--- src/pis_params.svh ---
// constants for the power-up init sequencer host controller
`ifndef PIS_PARAMS_SVH
`define PIS_PARAMS_SVH
`define PIS_CLK_PERIOD_NS 10
`define PIS_I2C_READY_MS 2
`define PIS_HARD_RESET_MS 2
`define PIS_CLK_STABLE_US 1
`define PIS_I2C_READY_CYC (`PIS_I2C_READY_MS * 1000000 / `PIS_CLK_PERIOD_NS)
`define PIS_HARD_RESET_CYC (`PIS_HARD_RESET_MS * 1000000 / `PIS_CLK_PERIOD_NS)
`define PIS_CLK_STABLE_CYC (`PIS_CLK_STABLE_US * 1000 / `PIS_CLK_PERIOD_NS)
`define PIS_REG_EVT_DUR 8'h16
`define PIS_REG_IND_TGT 8'h40
`define PIS_REG_IND_OFS 8'h41
`define PIS_REG_IND_DAT 8'h42
`define PIS_REG_PLL_FRST 8'h5b
`define PIS_PLL_FRST_BIT 5
`define PIS_EVT_DUR_VAL 8'h02
`define PIS_TGT_HDMI_PLL 8'h10
`define PIS_TGT_LINK_PLL 8'h14
`define PIS_IND_OFS_VAL 8'h49
`define PIS_IND_RST_ON 8'h10
`define PIS_IND_RST_OFF 8'h00
`define PIS_A_CTRL 12'h000
`define PIS_A_STAT 12'h004
`define PIS_A_PLLVAL 12'h008
`define PIS_A_UCFG 12'h00c
`define PIS_CTRL_GO 0
`define PIS_CTRL_HRST 1
`define PIS_CTRL_CLKOK 2
`define PIS_STEP_N 11
`endif

--- src/pis_pkg.sv ---
// types for the power-up init sequencer host controller
package pis_pkg;
  typedef enum logic [8:0] {
    S_OFF = 9'h001,
    S_RESET = 9'h002,
    S_READY = 9'h004,
    S_PRE = 9'h008,
    S_SEQA = 9'h010,
    S_WCLK = 9'h020,
    S_SEQB = 9'h040,
    S_DONE = 9'h080,
    S_RDPLL = 9'h100
  } pis_state_t;
  typedef struct packed {
    logic [7:0] addr;
    logic [7:0] data;
  } pis_wr_t;
  typedef struct packed {
    logic busy;
    logic done;
  } pis_wr_stat_t;
endpackage

--- src/pis_axil.sv ---
// axi4-lite slave holding the controller's command and status words
`timescale 1ns/100ps
`include "pis_params.svh"
module pis_axil (
  input wire logic aclk,
  input wire logic aresetn,
  input wire logic [11:0] s_axi_awaddr,
  input wire logic s_axi_awvalid,
  output logic s_axi_awready,
  input wire logic [31:0] s_axi_wdata,
  input wire logic [3:0] s_axi_wstrb,
  input wire logic s_axi_wvalid,
  output logic s_axi_wready,
  output logic [1:0] s_axi_bresp,
  output logic s_axi_bvalid,
  input wire logic s_axi_bready,
  input wire logic [11:0] s_axi_araddr,
  input wire logic s_axi_arvalid,
  output logic s_axi_arready,
  output logic [31:0] s_axi_rdata,
  output logic [1:0] s_axi_rresp,
  output logic s_axi_rvalid,
  input wire logic s_axi_rready,
  output logic [7:0] ctrl,
  output logic ctrl_wr,
  output logic [7:0] ucfg_addr,
  output logic [7:0] ucfg_data,
  output logic ucfg_en,
  input wire logic [31:0] stat,
  input wire logic [7:0] pllval
);
  typedef struct packed {
    logic aw;
    logic [11:0] awaddr;
    logic w;
    logic [31:0] wdata;
    logic bvalid;
    logic [1:0] bresp;
    logic rvalid;
    logic [31:0] rdata;
    logic [1:0] rresp;
    logic [7:0] ctrl;
    logic ctrl_wr;
    logic [16:0] ucfg;
  } pis_axs_t;
  pis_axs_t q, d;
  logic do_wr;
  assign s_axi_awready = !q.aw && !q.bvalid;
  assign s_axi_wready = !q.w && !q.bvalid;
  assign s_axi_arready = !q.rvalid;
  assign do_wr = q.aw && q.w && !q.bvalid;
  always_comb begin
    d = q;
    d.ctrl_wr = 1'b0;
    if (s_axi_awvalid && s_axi_awready) begin
      d.aw = 1'b1;
      d.awaddr = s_axi_awaddr;
    end
    if (s_axi_wvalid && s_axi_wready) begin
      d.w = 1'b1;
      d.wdata = s_axi_wdata;
    end
    if (do_wr) begin
      d.aw = 1'b0;
      d.w = 1'b0;
      d.bvalid = 1'b1;
      d.bresp = 2'h0;
      case (q.awaddr)
        `PIS_A_CTRL: begin
          d.ctrl = q.wdata[7:0];
          d.ctrl_wr = 1'b1;
        end
        `PIS_A_UCFG: d.ucfg = q.wdata[16:0];
        `PIS_A_STAT, `PIS_A_PLLVAL: d.bresp = 2'h0;
        default: d.bresp = 2'h2;
      endcase
    end
    if (q.bvalid && s_axi_bready) d.bvalid = 1'b0;
    if (s_axi_arvalid && s_axi_arready) begin
      d.rvalid = 1'b1;
      d.rresp = 2'h0;
      case (s_axi_araddr)
        `PIS_A_CTRL: d.rdata = {24'h000000, q.ctrl};
        `PIS_A_STAT: d.rdata = stat;
        `PIS_A_PLLVAL: d.rdata = {24'h000000, pllval};
        `PIS_A_UCFG: d.rdata = {15'h0000, q.ucfg};
        default: begin
          d.rdata = 32'h00000000;
          d.rresp = 2'h2;
        end
      endcase
    end
    if (q.rvalid && s_axi_rready) d.rvalid = 1'b0;
  end
  always_ff @(posedge aclk) begin
    if (!aresetn) q <= '0;
    else q <= d;
  end
  assign s_axi_bvalid = q.bvalid;
  assign s_axi_bresp = q.bresp;
  assign s_axi_rvalid = q.rvalid;
  assign s_axi_rdata = q.rdata;
  assign s_axi_rresp = q.rresp;
  assign ctrl = q.ctrl;
  assign ctrl_wr = q.ctrl_wr;
  assign ucfg_addr = q.ucfg[15:8];
  assign ucfg_data = q.ucfg[7:0];
  assign ucfg_en = q.ucfg[16];
endmodule

--- src/pis_host.sv ---
// host controller sequencing power enable, init sequence a and init sequence b
//
// Chosen here: the AXI4-Lite register port.
`timescale 1ns/100ps
`include "pis_params.svh"
module pis_host #(
  parameter int unsigned I2C_READY_CYC = `PIS_I2C_READY_CYC,
  parameter int unsigned HARD_RESET_CYC = `PIS_HARD_RESET_CYC
) (
  input wire logic aclk,
  input wire logic aresetn,
  input wire logic [11:0] s_axi_awaddr,
  input wire logic s_axi_awvalid,
  output logic s_axi_awready,
  input wire logic [31:0] s_axi_wdata,
  input wire logic [3:0] s_axi_wstrb,
  input wire logic s_axi_wvalid,
  output logic s_axi_wready,
  output logic [1:0] s_axi_bresp,
  output logic s_axi_bvalid,
  input wire logic s_axi_bready,
  input wire logic [11:0] s_axi_araddr,
  input wire logic s_axi_arvalid,
  output logic s_axi_arready,
  output logic [31:0] s_axi_rdata,
  output logic [1:0] s_axi_rresp,
  output logic s_axi_rvalid,
  input wire logic s_axi_rready,
  input wire logic supplies_ok,
  output logic power_enable_pin,
  output logic hdmi_input_en,
  output logic gpio_hold,
  output logic reg_req_valid,
  output logic reg_req_read,
  output pis_pkg::pis_wr_t reg_req,
  input wire logic reg_req_ready,
  input wire logic reg_rsp_valid,
  input wire logic [7:0] reg_rsp_data,
  input wire logic reg_rsp_err
);
  typedef struct packed {
    pis_pkg::pis_state_t st;
    logic [31:0] cnt;
    logic [3:0] step;
    logic req;
    logic rd;
    pis_pkg::pis_wr_t wr;
    logic [7:0] pllval;
    logic pen;
    logic hdmi;
    logic err;
    logic done;
    logic go;
    logic clkok;
  } pis_hs_t;
  pis_hs_t q, d;
  logic [7:0] ctrl, ucfg_addr, ucfg_data;
  logic ctrl_wr, ucfg_en;
  logic [31:0] stat;
  pis_pkg::pis_wr_t seqb [0:7];
  localparam int unsigned STABLE_CYC = `PIS_CLK_STABLE_CYC;
  // sequence b table, indexed by step
  // both pll resets share the indirect offset; only the target byte differs
  assign seqb[0] = '{`PIS_REG_IND_TGT, `PIS_TGT_HDMI_PLL};
  assign seqb[1] = '{`PIS_REG_IND_OFS, `PIS_IND_OFS_VAL};
  assign seqb[2] = '{`PIS_REG_IND_DAT, `PIS_IND_RST_ON};
  assign seqb[3] = '{`PIS_REG_IND_DAT, `PIS_IND_RST_OFF};
  assign seqb[4] = '{`PIS_REG_IND_TGT, `PIS_TGT_LINK_PLL};
  assign seqb[5] = '{`PIS_REG_IND_OFS, `PIS_IND_OFS_VAL};
  assign seqb[6] = '{`PIS_REG_IND_DAT, `PIS_IND_RST_ON};
  assign seqb[7] = '{`PIS_REG_IND_DAT, `PIS_IND_RST_OFF};
  pis_axil u_axil (
    .aclk(aclk),
    .aresetn(aresetn),
    .s_axi_awaddr(s_axi_awaddr),
    .s_axi_awvalid(s_axi_awvalid),
    .s_axi_awready(s_axi_awready),
    .s_axi_wdata(s_axi_wdata),
    .s_axi_wstrb(s_axi_wstrb),
    .s_axi_wvalid(s_axi_wvalid),
    .s_axi_wready(s_axi_wready),
    .s_axi_bresp(s_axi_bresp),
    .s_axi_bvalid(s_axi_bvalid),
    .s_axi_bready(s_axi_bready),
    .s_axi_araddr(s_axi_araddr),
    .s_axi_arvalid(s_axi_arvalid),
    .s_axi_arready(s_axi_arready),
    .s_axi_rdata(s_axi_rdata),
    .s_axi_rresp(s_axi_rresp),
    .s_axi_rvalid(s_axi_rvalid),
    .s_axi_rready(s_axi_rready),
    .ctrl(ctrl),
    .ctrl_wr(ctrl_wr),
    .ucfg_addr(ucfg_addr),
    .ucfg_data(ucfg_data),
    .ucfg_en(ucfg_en),
    .stat(stat),
    .pllval(q.pllval)
  );
  assign stat = {16'h0000, 3'h0, q.st[8:0], q.err, q.done, q.hdmi, q.pen};
  always_comb begin
    d = q;
    if (ctrl_wr) begin
      d.go = ctrl[`PIS_CTRL_GO];
      d.clkok = ctrl[`PIS_CTRL_CLKOK];
    end else begin
      d.clkok = ctrl[`PIS_CTRL_CLKOK];
    end
    if (q.req && reg_req_ready) d.req = 1'b0;
    if (ctrl_wr && ctrl[`PIS_CTRL_HRST] && q.pen) begin
      // restart the sequence; err and pllval keep their values, go takes bit 0 of the written word
      // a request in flight is dropped; the device is reset under it anyway
      d.st = pis_pkg::S_RESET;
      d.pen = 1'b0;
      d.hdmi = 1'b0;
      d.done = 1'b0;
      d.req = 1'b0;
      d.cnt = '0;
    end else begin
      case (q.st)
        pis_pkg::S_OFF: begin
          if (q.go && supplies_ok) begin
            d.pen = 1'b1;
            d.st = pis_pkg::S_READY;
            d.cnt = '0;
          end
        end
        pis_pkg::S_RESET: begin
          d.cnt = q.cnt + 32'd1;
          if (q.cnt >= HARD_RESET_CYC - 1) begin
            d.st = pis_pkg::S_OFF;
            d.cnt = '0;
          end
        end
        pis_pkg::S_READY: begin
          d.cnt = q.cnt + 32'd1;
          if (q.cnt >= I2C_READY_CYC - 1) begin
            d.st = pis_pkg::S_RDPLL;
            d.rd = 1'b1;
            d.req = 1'b1;
            d.wr = '{`PIS_REG_PLL_FRST, 8'h00};
          end
        end
        pis_pkg::S_RDPLL: begin
          if (reg_rsp_valid) begin
            d.pllval = reg_rsp_data;
            d.err = q.err | reg_rsp_err;
            d.rd = 1'b0;
            d.req = 1'b1;
            d.wr = '{`PIS_REG_PLL_FRST, reg_rsp_data & ~(8'h01 << `PIS_PLL_FRST_BIT)};
            d.st = pis_pkg::S_SEQA;
            d.step = 4'd0;
          end
        end
        pis_pkg::S_SEQA: begin
          if (reg_rsp_valid) begin
            d.err = q.err | reg_rsp_err;
            d.step = q.step + 4'd1;
            if (q.step == 4'd0) begin
              d.req = 1'b1;
              d.wr = '{`PIS_REG_EVT_DUR, `PIS_EVT_DUR_VAL};
            end else if (q.step == 4'd1 && ucfg_en) begin
              d.req = 1'b1;
              d.wr = '{ucfg_addr, ucfg_data};
            end else begin
              d.hdmi = 1'b1;
              d.st = pis_pkg::S_WCLK;
              d.cnt = '0;
            end
          end
        end
        pis_pkg::S_WCLK: begin
          if (!q.clkok) d.cnt = '0;
          else d.cnt = q.cnt + 32'd1;
          if (q.clkok && q.cnt >= STABLE_CYC - 1) begin
            d.st = pis_pkg::S_SEQB;
            d.step = 4'd0;
            d.req = 1'b1;
            d.wr = seqb[0];
          end
        end
        pis_pkg::S_SEQB: begin
          if (reg_rsp_valid) begin
            d.err = q.err | reg_rsp_err;
            d.step = q.step + 4'd1;
            if (q.step < 4'd7) begin
              d.req = 1'b1;
              d.wr = seqb[3'(q.step + 4'd1)];
            end else if (q.step == 4'd7 && ucfg_en) begin
              d.req = 1'b1;
              d.wr = '{ucfg_addr, ucfg_data};
            end else begin
              d.done = 1'b1;
              d.st = pis_pkg::S_DONE;
            end
          end
        end
        // parked until a hard reset restarts the sequence
        pis_pkg::S_DONE: d.st = pis_pkg::S_DONE;
        default: d.st = pis_pkg::S_OFF;
      endcase
    end
  end
  always_ff @(posedge aclk) begin
    if (!aresetn) begin
      q <= '0;
      q.st <= pis_pkg::S_OFF;
    end else begin
      q <= d;
    end
  end
  assign power_enable_pin = q.pen;
  assign hdmi_input_en = q.hdmi;
  assign gpio_hold = !q.pen;
  assign reg_req_valid = q.req;
  assign reg_req_read = q.rd;
  assign reg_req = q.wr;
  // i2c ready counter: no request, read or write, may start before it expires
  logic [31:0] since_pen;
  always_ff @(posedge aclk) begin
    if (!aresetn || !q.pen) since_pen <= '0;
    else if (since_pen != 32'hffffffff) since_pen <= since_pen + 32'd1;
  end

  // low time of the enable pin, saturating so a long off period never wraps
  logic [31:0] low_cnt;
  always_ff @(posedge aclk) begin
    if (!aresetn || q.pen) low_cnt <= '0;
    else if (low_cnt != 32'hffffffff) low_cnt <= low_cnt + 32'd1;
  end

  // the first rise after reset ends no hard reset pulse, so it is not timed
  logic pen_seen_q;
  always_ff @(posedge aclk) begin
    if (!aresetn) pen_seen_q <= 1'b0;
    else if (q.pen) pen_seen_q <= 1'b1;
  end

  // cycles for which software has reported the hdmi clock stable
  logic [31:0] clk_run_q;
  always_ff @(posedge aclk) begin
    if (!aresetn || !q.clkok) clk_run_q <= '0;
    else if (clk_run_q != 32'hffffffff) clk_run_q <= clk_run_q + 32'd1;
  end

  a_i2c_ready_wait: assert property (@(posedge aclk) disable iff (!aresetn)
    reg_req_valid |-> since_pen >= I2C_READY_CYC)
    else $error("i2c access before ready");
  a_pen_needs_supply: assert property (@(posedge aclk) disable iff (!aresetn)
    $rose(power_enable_pin) |-> $past(supplies_ok))
    else $error("enable before supply");
  a_hdmi_after_pen: assert property (@(posedge aclk) disable iff (!aresetn)
    hdmi_input_en |-> power_enable_pin)
    else $error("hdmi without enable");
  a_hdmi_drop_pen: assert property (@(posedge aclk) disable iff (!aresetn)
    $fell(hdmi_input_en) |-> !power_enable_pin)
    else $error("hdmi dropped while enabled");
  a_hard_reset_low: assert property (@(posedge aclk) disable iff (!aresetn)
    $rose(power_enable_pin) && pen_seen_q |-> low_cnt >= HARD_RESET_CYC)
    else $error("reset pulse short");
  a_pen_fall_reset: assert property (@(posedge aclk) disable iff (!aresetn)
    $fell(power_enable_pin) |-> q.st == pis_pkg::S_RESET)
    else $error("enable fell outside hard reset");
  a_seqb_after_clk: assert property (@(posedge aclk) disable iff (!aresetn)
    q.st == pis_pkg::S_SEQB |-> q.clkok || $past(q.clkok))
    else $error("seq b early");
  a_no_req_wclk: assert property (@(posedge aclk) disable iff (!aresetn)
    q.st == pis_pkg::S_WCLK |-> !reg_req_valid)
    else $error("request while waiting for clock");
  a_seqb_margin: assert property (@(posedge aclk) disable iff (!aresetn)
    $rose(q.st == pis_pkg::S_SEQB) |-> clk_run_q >= STABLE_CYC)
    else $error("seq b inside stable margin");
  a_read_first: assert property (@(posedge aclk) disable iff (!aresetn)
    q.st == pis_pkg::S_RDPLL && reg_req_valid |-> reg_req_read && reg_req.addr == `PIS_REG_PLL_FRST)
    else $error("bad pll read");
  a_read_only_pll: assert property (@(posedge aclk) disable iff (!aresetn)
    reg_req_valid && reg_req_read |-> q.st == pis_pkg::S_RDPLL)
    else $error("stray read");
  a_seqa_first_write: assert property (@(posedge aclk) disable iff (!aresetn)
    q.st == pis_pkg::S_SEQA && q.step == 4'd0 && reg_req_valid |-> reg_req.addr == `PIS_REG_PLL_FRST && !reg_req.data[`PIS_PLL_FRST_BIT])
    else $error("bad pll write");
  a_seqa_dur_write: assert property (@(posedge aclk) disable iff (!aresetn)
    q.st == pis_pkg::S_SEQA && q.step == 4'd1 && reg_req_valid |-> reg_req.addr == `PIS_REG_EVT_DUR && reg_req.data == `PIS_EVT_DUR_VAL)
    else $error("bad dur write");
  a_seqb_order: assert property (@(posedge aclk) disable iff (!aresetn)
    q.st == pis_pkg::S_SEQB && q.step < 4'd8 && reg_req_valid |-> reg_req == seqb[q.step[2:0]])
    else $error("seq b order");
  a_seqb_hdmi_tgt: assert property (@(posedge aclk) disable iff (!aresetn)
    q.st == pis_pkg::S_SEQB && q.step == 4'd0 && reg_req_valid |-> reg_req.addr == `PIS_REG_IND_TGT && reg_req.data == `PIS_TGT_HDMI_PLL)
    else $error("bad hdmi pll target");
  a_seqb_release: assert property (@(posedge aclk) disable iff (!aresetn)
    q.st == pis_pkg::S_SEQB && (q.step == 4'd3 || q.step == 4'd7) && reg_req_valid |-> reg_req.addr == `PIS_REG_IND_DAT && reg_req.data == `PIS_IND_RST_OFF)
    else $error("pll reset not released");
  a_seqb_link_tgt: assert property (@(posedge aclk) disable iff (!aresetn)
    q.st == pis_pkg::S_SEQB && q.step == 4'd4 && reg_req_valid |-> reg_req.addr == `PIS_REG_IND_TGT && reg_req.data == `PIS_TGT_LINK_PLL)
    else $error("bad link pll target");
  a_done_after_hdmi: assert property (@(posedge aclk) disable iff (!aresetn)
    q.done |-> hdmi_input_en)
    else $error("done without hdmi input");
  a_gpio_held: assert property (@(posedge aclk) disable iff (!aresetn)
    !power_enable_pin |-> gpio_hold && !reg_req_valid)
    else $error("gpio released");

  c_power_up: cover property (@(posedge aclk) disable iff (!aresetn) $rose(power_enable_pin));
  c_seqa_done: cover property (@(posedge aclk) disable iff (!aresetn) $rose(hdmi_input_en));
  c_all_done: cover property (@(posedge aclk) disable iff (!aresetn) $rose(q.done));
  c_hard_reset: cover property (@(posedge aclk) disable iff (!aresetn)
    q.st == pis_pkg::S_RESET);
  c_user_write: cover property (@(posedge aclk) disable iff (!aresetn)
    q.st == pis_pkg::S_SEQB && q.step == 4'd8 && reg_req_valid);
endmodule

--- config.mk ---
export PLATFORM = sky130hd
export DESIGN_NAME = pis_host
export DESIGN_NICKNAME = d
export VERILOG_FILES = /design/src/pis_pkg.sv /design/src/pis_axil.sv /design/src/pis_host.sv
export VERILOG_INCLUDE_DIRS = /design/src
export SDC_FILE = /design/constraint.sdc
export NUM_CORES = 1
export LEC_CHECK = 0
export BUFFER_PORTS_ARGS = -buffer_cell sky130_fd_sc_hd__clkbuf_2
export CORE_MARGIN = 2
export CORE_UTILIZATION = 49
export DETAILED_ROUTE_END_ITERATION = 16
export PLACE_DENSITY = 0.78
export RECOVER_POWER = 50
export SYNTH_ARGS = -nofsm -noshare
export SYNTH_HDL_FRONTEND = slang
export SYNTH_SLANG_ARGS = --single-unit
--- constraint.sdc ---
create_clock -name aclk -period 2.8 [get_ports aclk]
set_input_delay 0.56 -clock aclk [delete_from_list [all_inputs] [get_ports aclk]]
set_output_delay 0.56 -clock aclk [all_outputs]
set_load 0.01 [all_outputs]
# --- After elaboration in Yosys (flattened, before gate mapping) ---
# Memories as Yosys holds them, arrays and structs flattened.
# Index checks and enable logic that the tools add are counted.
word_totals:
  mem_bits_rw: 0
  romBits: 128
  wordCells: 178
  latch_bits: 0
  ff_bits: 172
  out_inout_bits: 62
  memories: 1
  input_bits: 79
classes:
  n_bitwise: 8
  magnitude_cmp: 4
  n_eq_ne: 40
  div: 0
  n_mux: 47
  n_shift: 0
  addsub: 2
  mul: 0
  reduce_logical: 49
memory_table:
  columns: ["memory", "depth", "word_bits", "read_ports", "rd_ports_with_merged_regs", "wr", "line_no", "rtl"]
  rows:
  - ["(name not given)", 8, 16, 1, 0, 0, "pis_host.sv:188", "d.wr = seqb[3'(q.step + 4'd1)];"]
ops:
  columns: ["cell", "n"]
  rows:
  - ["two-way mux 41 bit", 4]
  - ["case mux 32 bit (5 select lines)", 1]
  - ["two-way mux 16 bit", 9]
  - ["case mux 16 bit (5 select lines)", 1]
  - ["case mux 9 bit (8 select lines)", 1]
  - ["case mux 17 bit (4 select lines)", 1]
  - ["two-way mux 9 bit", 6]
  - ["equality test 12 x 4 -> 1 bit (second input constant)", 4]
  - ["two-way mux 46 bit", 1]
  - ["!= test 3 bit (second input constant)", 13]
  - ["two-way mux 34 bit", 1]
  - ["adder 32 x 1 -> 32 bit (second input constant)", 1]
  - ["greater-or-equal comparator 32 x 18 -> 1 bit (second input constant)", 1]
  - ["greater-or-equal comparator 32 x 7 -> 1 bit (second input constant)", 1]
  - ["two-way mux 32 bit", 1]
  - ["two-way mux 30 bit", 1]
  - ["equality test 12 x 3 -> 1 bit (second input constant)", 2]
  - ["logical NOT 12 bit", 2]
  - ["!= test 2 bit (second input constant)", 11]
  - ["AND reduction 11 bit", 2]
  - ["two-way mux 18 bit", 1]
  - ["logical AND 1 bit", 16]
  - ["case mux 4 bit (4 select lines)", 1]
  - ["AND reduction 4 bit", 3]
  - ["other kinds (35)", 65]

# --- Depth between registers and ports, before layout ---
# Gate-level depths: netlist (run 1).
logic_depth:
  word_depth: 8
  depth_mapped: 10
  mapped_depth_nobuf: 8

# --- Hierarchy ---
# A second synthesis (run 1) with hierarchy kept.
hier_totals:
  hier_cells: 973
  area_unflattened_um2: 8398.1
by_module_without_submodules:
  columns: ["mod", "n_inst", "seq_area_each_um2", "cells_each", "area_per_inst_um2"]
  rows:
  - ["pis_host", 1, 1521.5, 526, 4256.6]
  - ["pis_axil", 1, 1861.8, 447, 4141.5]

# --- Least setup slack after synthesis (run 1) ---
# OpenSTA, ideal clock, no wires.
synth_path:
  kind: "input -> register"
  start: "input s_axi_araddr[7]"
  end: "register u_axil.q, in the netlist u_axil.s_axi_rdata[13]"
  path_slack_ns: 0.468
  cell_stages: 6
  setup_time_ns: 0.065
  t_arrival_ns: 2.267
  path_buffers: 0
  cell_sequence: "or4_1 nor4_2 nand2_1 nor2_1 a22oi_1 nor2_1"
synth_via:
  elab_chain_len: 2
  word_cells_on_any_way: 5
  classes_between: "eq/ne (3); mux (1); reduce/logical (1)"
synth_rtl:
  columns: ["element", "line_no", "rtl"]
  rows:
  - ["start: declaration", "pis_host.sv:22", "input wire logic [11:0] s_axi_araddr,"]
  - ["equality test 12 x 4 -> 1 bit, or another cell as far along", "pis_axil.sv:82", "case (s_axi_araddr)"]
  - ["case mux 17 bit (4 select lines) (*)", "pis_axil.sv:82", null]
  - ["end signal: assignment", "pis_axil.sv:96", "if (!aresetn) q <= '0;"]
  - ["end signal: assignment", "pis_axil.sv:97", "else q <= d;"]
  - ["end: declaration", "pis_axil.sv:46", "pis_axs_t q, d;"]
# Mark *: on every way between the ends. The rest lies on a longest branch, timed or not.
# A chain may end at the register's enable or synchronous reset.

# --- Worst setup path after layout (run 1) ---
layout_path:
  start: "register q[32] (netlist bit)"
  end: "register q, in the netlist reg_req[3]"
layout_via:
  elab_chain_len: 8
  word_cells_on_any_way: 19
  classes_between: "add/sub (1); order compare (1); eq/ne (4); mux (7); bitwise (1); reduce/logical (4); memory (1)"
layout_rtl:
  columns: ["element", "line_no", "rtl"]
  rows:
  - ["start: declaration", "pis_host.sv:56", "pis_hs_t q, d;"]
  - ["adder 4 x 1 -> 4 bit", "pis_host.sv:188", null]
  - ["NOT 3 -> 4 bit (implied by the code)", "pis_host.sv:188", null]
  - ["memory (8 x 16 bit)", null, null]
  - ["two-way mux 16 bit (implied by the code) (2 in a row)", "pis_host.sv:188", null]
  - ["two-way mux 16 bit", "pis_host.sv:186", "if (q.step < 4'd7) begin"]
  - ["two-way mux 16 bit", "pis_host.sv:183", "if (reg_rsp_valid) begin"]
  - ["case mux 16 bit (5 select lines)", "pis_host.sv:120", "case (q.st)"]
# Several ways; a longest one is shown, not always the timed one. The select of a mux whose other input is x is not followed.

==> impl_metrics.ini, run 1 <==
[yosys]
synthArstFlopShare = 0
avgSynthCellArea_um2 = 8.51
yosys.area_share.simple = 0.224
yosysUniqueCellTypes = 73
syn_inst = 891
synth_edf_count = 0
synth-compound-area-share = 0.177
synth_top_family_by_area = simple AND/OR/NAND/NOR gates
ys.warnings.count = 0
synthXorXnorAreaFrac = 0.00578
post_synth_instance_area_um2 = 7580
synth-adder-area-share = 0.00990
synth_mux_area_frac = 0.0815
synth_ff_type = dfxtp_1
synth_seq_cells = 154
seq_area_frac_synth = 0.407

[critical_path]
worst-path-buf-inv = 1
critical_path_class = reg2reg
worst_setup_path_start_kind = register
required_ps = 3020
cp_slowest_cell = a221oi_1
crit_fanout = 11
slowest_delay_ps = 560
cp_top_family = simple AND/OR/NAND/NOR gates
worstPathArrival_ps = 2820
cp-end-kind = register
path_cells = inv_1 > ha_1 > or3b_1 > and4_1 > or2_1 > a221oi_1 > a211oi_1

[sta]
finalSetupTns_ps = 0
finalHoldViolCount = 0
fin_skew_ps = 7.57
timing.fmax_mhz = 385
max_slew_margin = -0.305
setup_violations = 0
fin_crit_ps = 2590
fin_crit_sh = 0.926
final_max_slew_viol_count = 101
worst_pin_slew_ps = 1960
rsz0062_at_grt = false

[floorplanning]
die_area_um2 = 16500
ios = 141
die-width_um = 128
initial_utilization = 0.501
rows = 45
coreArea_um2 = 15100
die_h_um = 128

[worst_hold_path]
hp-class = in2reg

[route]
top_layer = met4
routedWlPerCell_um = 16.7
route.final.wire_length_um = 19000
drt_iter0_markers = 550
drc = 0
met2WireLength_um = 8480
met1_length_um = 8660
vias = 6743
vias_per_cell = 5.91
final_antenna_net_count = 0
firstDrtPassIters = 5
met3_length_um = 1640

[clock_network]
clock_path_buffers = 2
hold_buffers = 0
root_buffer = clkbuf_16
clock-sinks = 154
cts_tree = yes
cts_buffers = 17
htreeDepth = 4
cts_setup_buffers = 0
clock_latency_ps = 430
path_clk_slew_ps = 70
cts_resized = 0

[placement]
dp_hpwl_um = 13600
place.port_buffers = 104
placed_cell_area_um2 = 7900
post-place-cells = 1109
finalWeightedCongestion = 0.905

[grt]
overflow = 0
grt_pass1_vias = 5886
grt.total_usage = 0.230
grt_pass1_wl_um = 30100
grt_max_degree = 101
antenna_found_initial = 0

[pwr]
p_leak_nw = 3.08
ir_worst_vdd_uv = 413
p_total_w = 0.00486
p_per_area_nw_per_um2 = 579

[layout]
layout.cells.non_filler = 1141
antenna_cells = 0
drive_gt1_frac = 0.144
layout_common_cells = dfxtp_1 (154), nand2_1 (108), a21oi_1 (90)
synthToLayoutAreaGrowth_pct = 10.6
fin_nets = 1025
final_common_cell = dfxtp_1
utilization = 0.553
final_area_um2 = 8380
seqCellArea_um2 = 3080
final.fill_count = 1374
multi_input_comb_area_um2 = 3840

[run_status]
failed_checks = capacitance limit, slew limit
status = finished with violations

[run]
max_cap_viol_count = 1
routing by layer:
layer | vias to the layer above | track usage
met5 | - | 0
met4 | 0 | 0.0640
met3 | 26 | 0.0661
met2 | 282 | 0.346
met1 | 3172 | 0.324
li1 | 3263 | -
synthesized netlist by cell type, drive strengths merged, types with 3 or more instances:
cell / count / area [um2]
o2111ai: 3 / 26.3
xor2: 4 / 35.0
nand2: 109 / 412
o31ai: 10 / 75.1
mux4: 7 / 158
inv: 13 / 48.8
and3: 11 / 73.8
nor4: 13 / 103
mux2i: 46 / 460
a221oi: 6 / 52.6
a31oi: 7 / 43.8
nand2b: 8 / 50.1
dfxtp: 154 / 3080
o21ai: 31 / 159
or2: 4 / 25.0
nand4: 13 / 81.3
ha: 6 / 75.1
a311oi: 12 / 105
and4: 6 / 52.6
or3: 11 / 68.8
nor2b: 3 / 18.8
o211ai: 6 / 45.0
nor3: 18 / 105
clkbuf: 35 / 131
buf: 76 / 541
nor2: 80 / 310
a41oi: 6 / 52.6
or4: 14 / 113
a211oi: 14 / 118
a21oi: 91 / 459
and2: 9 / 56.3
nand3: 31 / 160
a22oi: 7 / 52.6
power by group:
part	switching [W]	internal, W	leakage [nW]	total (W)
logic	0.000263	0.000137	1.57	0.000400
registers	0.0000388	0.00223	1.25	0.00227
clock network	0.000985	0.00120	0.266	0.00219
state kept, by name, summed over array words and instances (netlist names), 8 cells and up:
name and cells:
q 56, u_axil.q 31, u_axil.s_axi_rdata 17, reg_req 16, u_axil.ctrl 8, u_axil.ucfg_addr 8, u_axil.ucfg_data 8
cell type report:
type / count / area share
tap: 188 / 0.0281
sequential: 154 / 0.368
clock inverter: 13 / 0.0131
timing repair buffer: 125 / 0.0733
multi-input combinational: 629 / 0.458
clock buffer: 19 / 0.0540
inverter: 13 / 0.00582
worst paths after layout:
kind                            slack (ps)            end           start  cells after the start
worst max-delay path                   210     reg_req[3]           q[32]                      7
worst min-delay path                   350   u_axil.q[67]  s_axi_wdata[3]                      3
worst max register to register         210     reg_req[3]           q[32]                      7
worst min register to register         460  u_axil.q[106]   u_axil.q[106]                      2
tightest hold or removal path, stage by stage:
cell,delay (ps)
clkbuf_2,80
nand2_1,50
a21oi_1,50
metrics by stage:
step | hold WS [ps] | setup slack [ps]
finish | 348 | 206
global route | 336 | 100
CTS | 327 | 325
detailed placement | 447 | 351
global placement | 440 | 395
floorplan | 431 | 468
logic make-up after synthesis:
| kind of cell | Yosys count |
|---|---|
| AOI/OAI and AO/OA | 210 |
| adders and majority gates | 6 |
| muxes | 53 |
| DFF | 154 |
| and+or+nand+nor | 338 |
| buffers and inverters | 124 |
| xor gates and xnor gates | 5 |
| other | 1 |
Power figures use the tool's default switching activity.
==> run 2, diff against run 1 <==
Settings changed: ABC_AREA set to 1, PLACE_DENSITY 0.78 to 0.77.
==> impl_metrics.ini, run 2 <==
[yosys]
synth_edf_count = 0
synth_top_family_by_area = simple AND/OR/NAND/NOR gates
syn_inst = 1277
post_synth_instance_area_um2 = 8520
synthXorXnorAreaFrac = 0.0144
synth_mux_area_frac = 0
seq_area_frac_synth = 0.362
synthArstFlopShare = 0
synth_top_area_share = 0.362
avgSynthCellArea_um2 = 6.67
yosys.area_share.simple = 0.337
synth_ff_type = dfxtp_1
synth-compound-area-share = 0.137
yosysTopAreaCell = dfxtp_1
yosysUniqueCellTypes = 46
synth.area.top_cells = dfxtp_1 (36%), nand2_1 (10%), nor2_1 (8.3%)
ys.warnings.count = 0
ys_top_cells_by_count = nand2_1 (234), nor2_1 (188), dfxtp_1 (154), inv_1 (145), nand3_1 (119)
synth_seq_cells = 154
synth.most_common_cell = nand2_1
synth-adder-area-share = 0.00881

[sta]
fin_crit_ps = 2390
timing.fmax_mhz = 419
holdWs_ps = 327
fin_skew_ps = 12.8
rsz0062_at_grt = false
setup_violations = 0
fin_crit_sh = 0.853
final_max_slew_viol_count = 0
finalSetupTns_ps = 0
max_slew_margin = 0.0308
finalHoldViolCount = 0
worst_pin_slew_ps = 1450

[layout]
antenna_cells = 0
layout_common_cells = nand2_1 (234), nor2_1 (188), dfxtp_1 (154)
largest_reg_flops = 56
top_register = q
final_common_cell = nand2_1
drive_gt1_frac = 0.117
fin_nets = 1423
synthToLayoutAreaGrowth_pct = 11.1

[critical_path]
worstPathArrival_ps = 2710
cpMostUsedCell = nand2_1
critical_path_class = reg2reg
slowest_delay_ps = 460
path_cells = inv_1 > nand2_1 > nor2_2 > nor2_2 > nand4_1 > nand2_1 > nor2_4 > nand3_1 > nand2_1 > nor2_1
cp_slowest_cell = nor2_2
cp-end-kind = register
required_ps = 3130
crit_fanout = 16
worst_setup_path_start_kind = register

[placement]
place.port_buffers = 104
dp_hpwl_um = 16800
finalWeightedCongestion = 0.951

[route]
drt_iter0_markers = 636
drc = 0
vias = 8235
vias_per_cell = 5.23
firstDrtPassIters = 5
route.final.wire_length_um = 22600
routedWlPerCell_um = 14.4
final_antenna_net_count = 0

[clock_network]
hold_buffers = 0
clock_path_buffers = 2
cts_tree = yes
htreeDepth = 4
clock_latency_ps = 430
root_buffer = clkbuf_16
path_clk_slew_ps = 70
cts_setup_buffers = 0
cts_resized = 0
clock-sinks = 154
cts_buffers = 17

[grt]
overflow = 0
gr-usage-met3 = 0.0608
grt_pass1_wl_um = 36300
met2_usage = 0.377
grt_pass1_vias = 7285
antenna_found_initial = 0
grt.total_usage = 0.249
grt_max_degree = 43
grt.busiest_layer = met2
use_met1 = 0.354

[run_status]
status = finished clean

[pwr]
p_total_w = 0.00723
p_leak_nw = 3.98
p_per_area_nw_per_um2 = 764
ir_worst_vdd_uv = 467

[floorplanning]
coreArea_um2 = 17200
ios = 141
die-width_um = 136
initial_utilization = 0.496
rows = 48
die_h_um = 136
die_area_um2 = 18500

[run]
max_cap_viol_count = 0

[worst_hold_path]
hp-class = in2reg
run 2: changes by cell type after synthesis, moves of 13 or more:
cell / change
mux2i_1: -46
o22ai_1: +13
nand3_1: +89
nand2_1: +126
inv_1: +133
nor2_1: +110
o21ai_0: +72
run 2: cell families after synthesis:
group	after synthesis
compound gates	216
buf+inv	251
flops	154
simple gates	635
xor+xnor	14
other cells	1
fa+ha+maj	6
run 2: stage by stage:
step	util	instance area (um2)	setup slack, ps	instances
6_report	0.551	9460	411	1576
3_3_place_gp	0.518	8900	507	1544
5_1_grt	0.551	9460	208	1576
4_1_cts	0.555	9530	453	1576
2_1_floorplan	-	8580	948	1293
3_5_place_dp	0.518	8900	475	1544
run 2: power by group:
group	internal [W]	switching, W	total [W]
Combinational	0.000667	0.00162	0.00229
Clock	0.00124	0.00116	0.00240
Sequential	0.00238	0.000158	0.00254
Total	0.00429	0.00294	0.00723
run 2: critical path, delay by kind of cell, from the launching register on:
family / cells / cell delay, ps
buf+inv: 1 / 290
flops: 1 / 420
simple gates: 9 / 1560
run 2: metal layers:
metal / vias to the layer above / part of all wire
met2: 343 / 0.43
met5: - / 0
li1: 4195 / -
met1: 3673 / 0.46
met4: 0 / 0.013
met3: 24 / 0.093
run 2: final timing paths:
| check | startpoint | to | slack, ps | cells after the start |
|---|---|---|---|---|
| worst min-delay path | s_axi_bready | u_axil.s_axi_bvalid | 330 | 2 |
| worst max register to register | q[76] | reg_req[8] | 410 | 10 |
| worst min register to register | u_axil.q[73] | u_axil.ucfg_addr[1] | 460 | 2 |
| worst max-delay path | q[76] | reg_req[8] | 410 | 10 |
run 2: cell type report:
type,instances,area [um2]
inverter,158,598
fill,1767,7710
clock inverter,15,211
timing repair buffer,119,562
clock buffer,17,425
tap,225,282
multi-input combinational,888,4300
sequential,154,3080
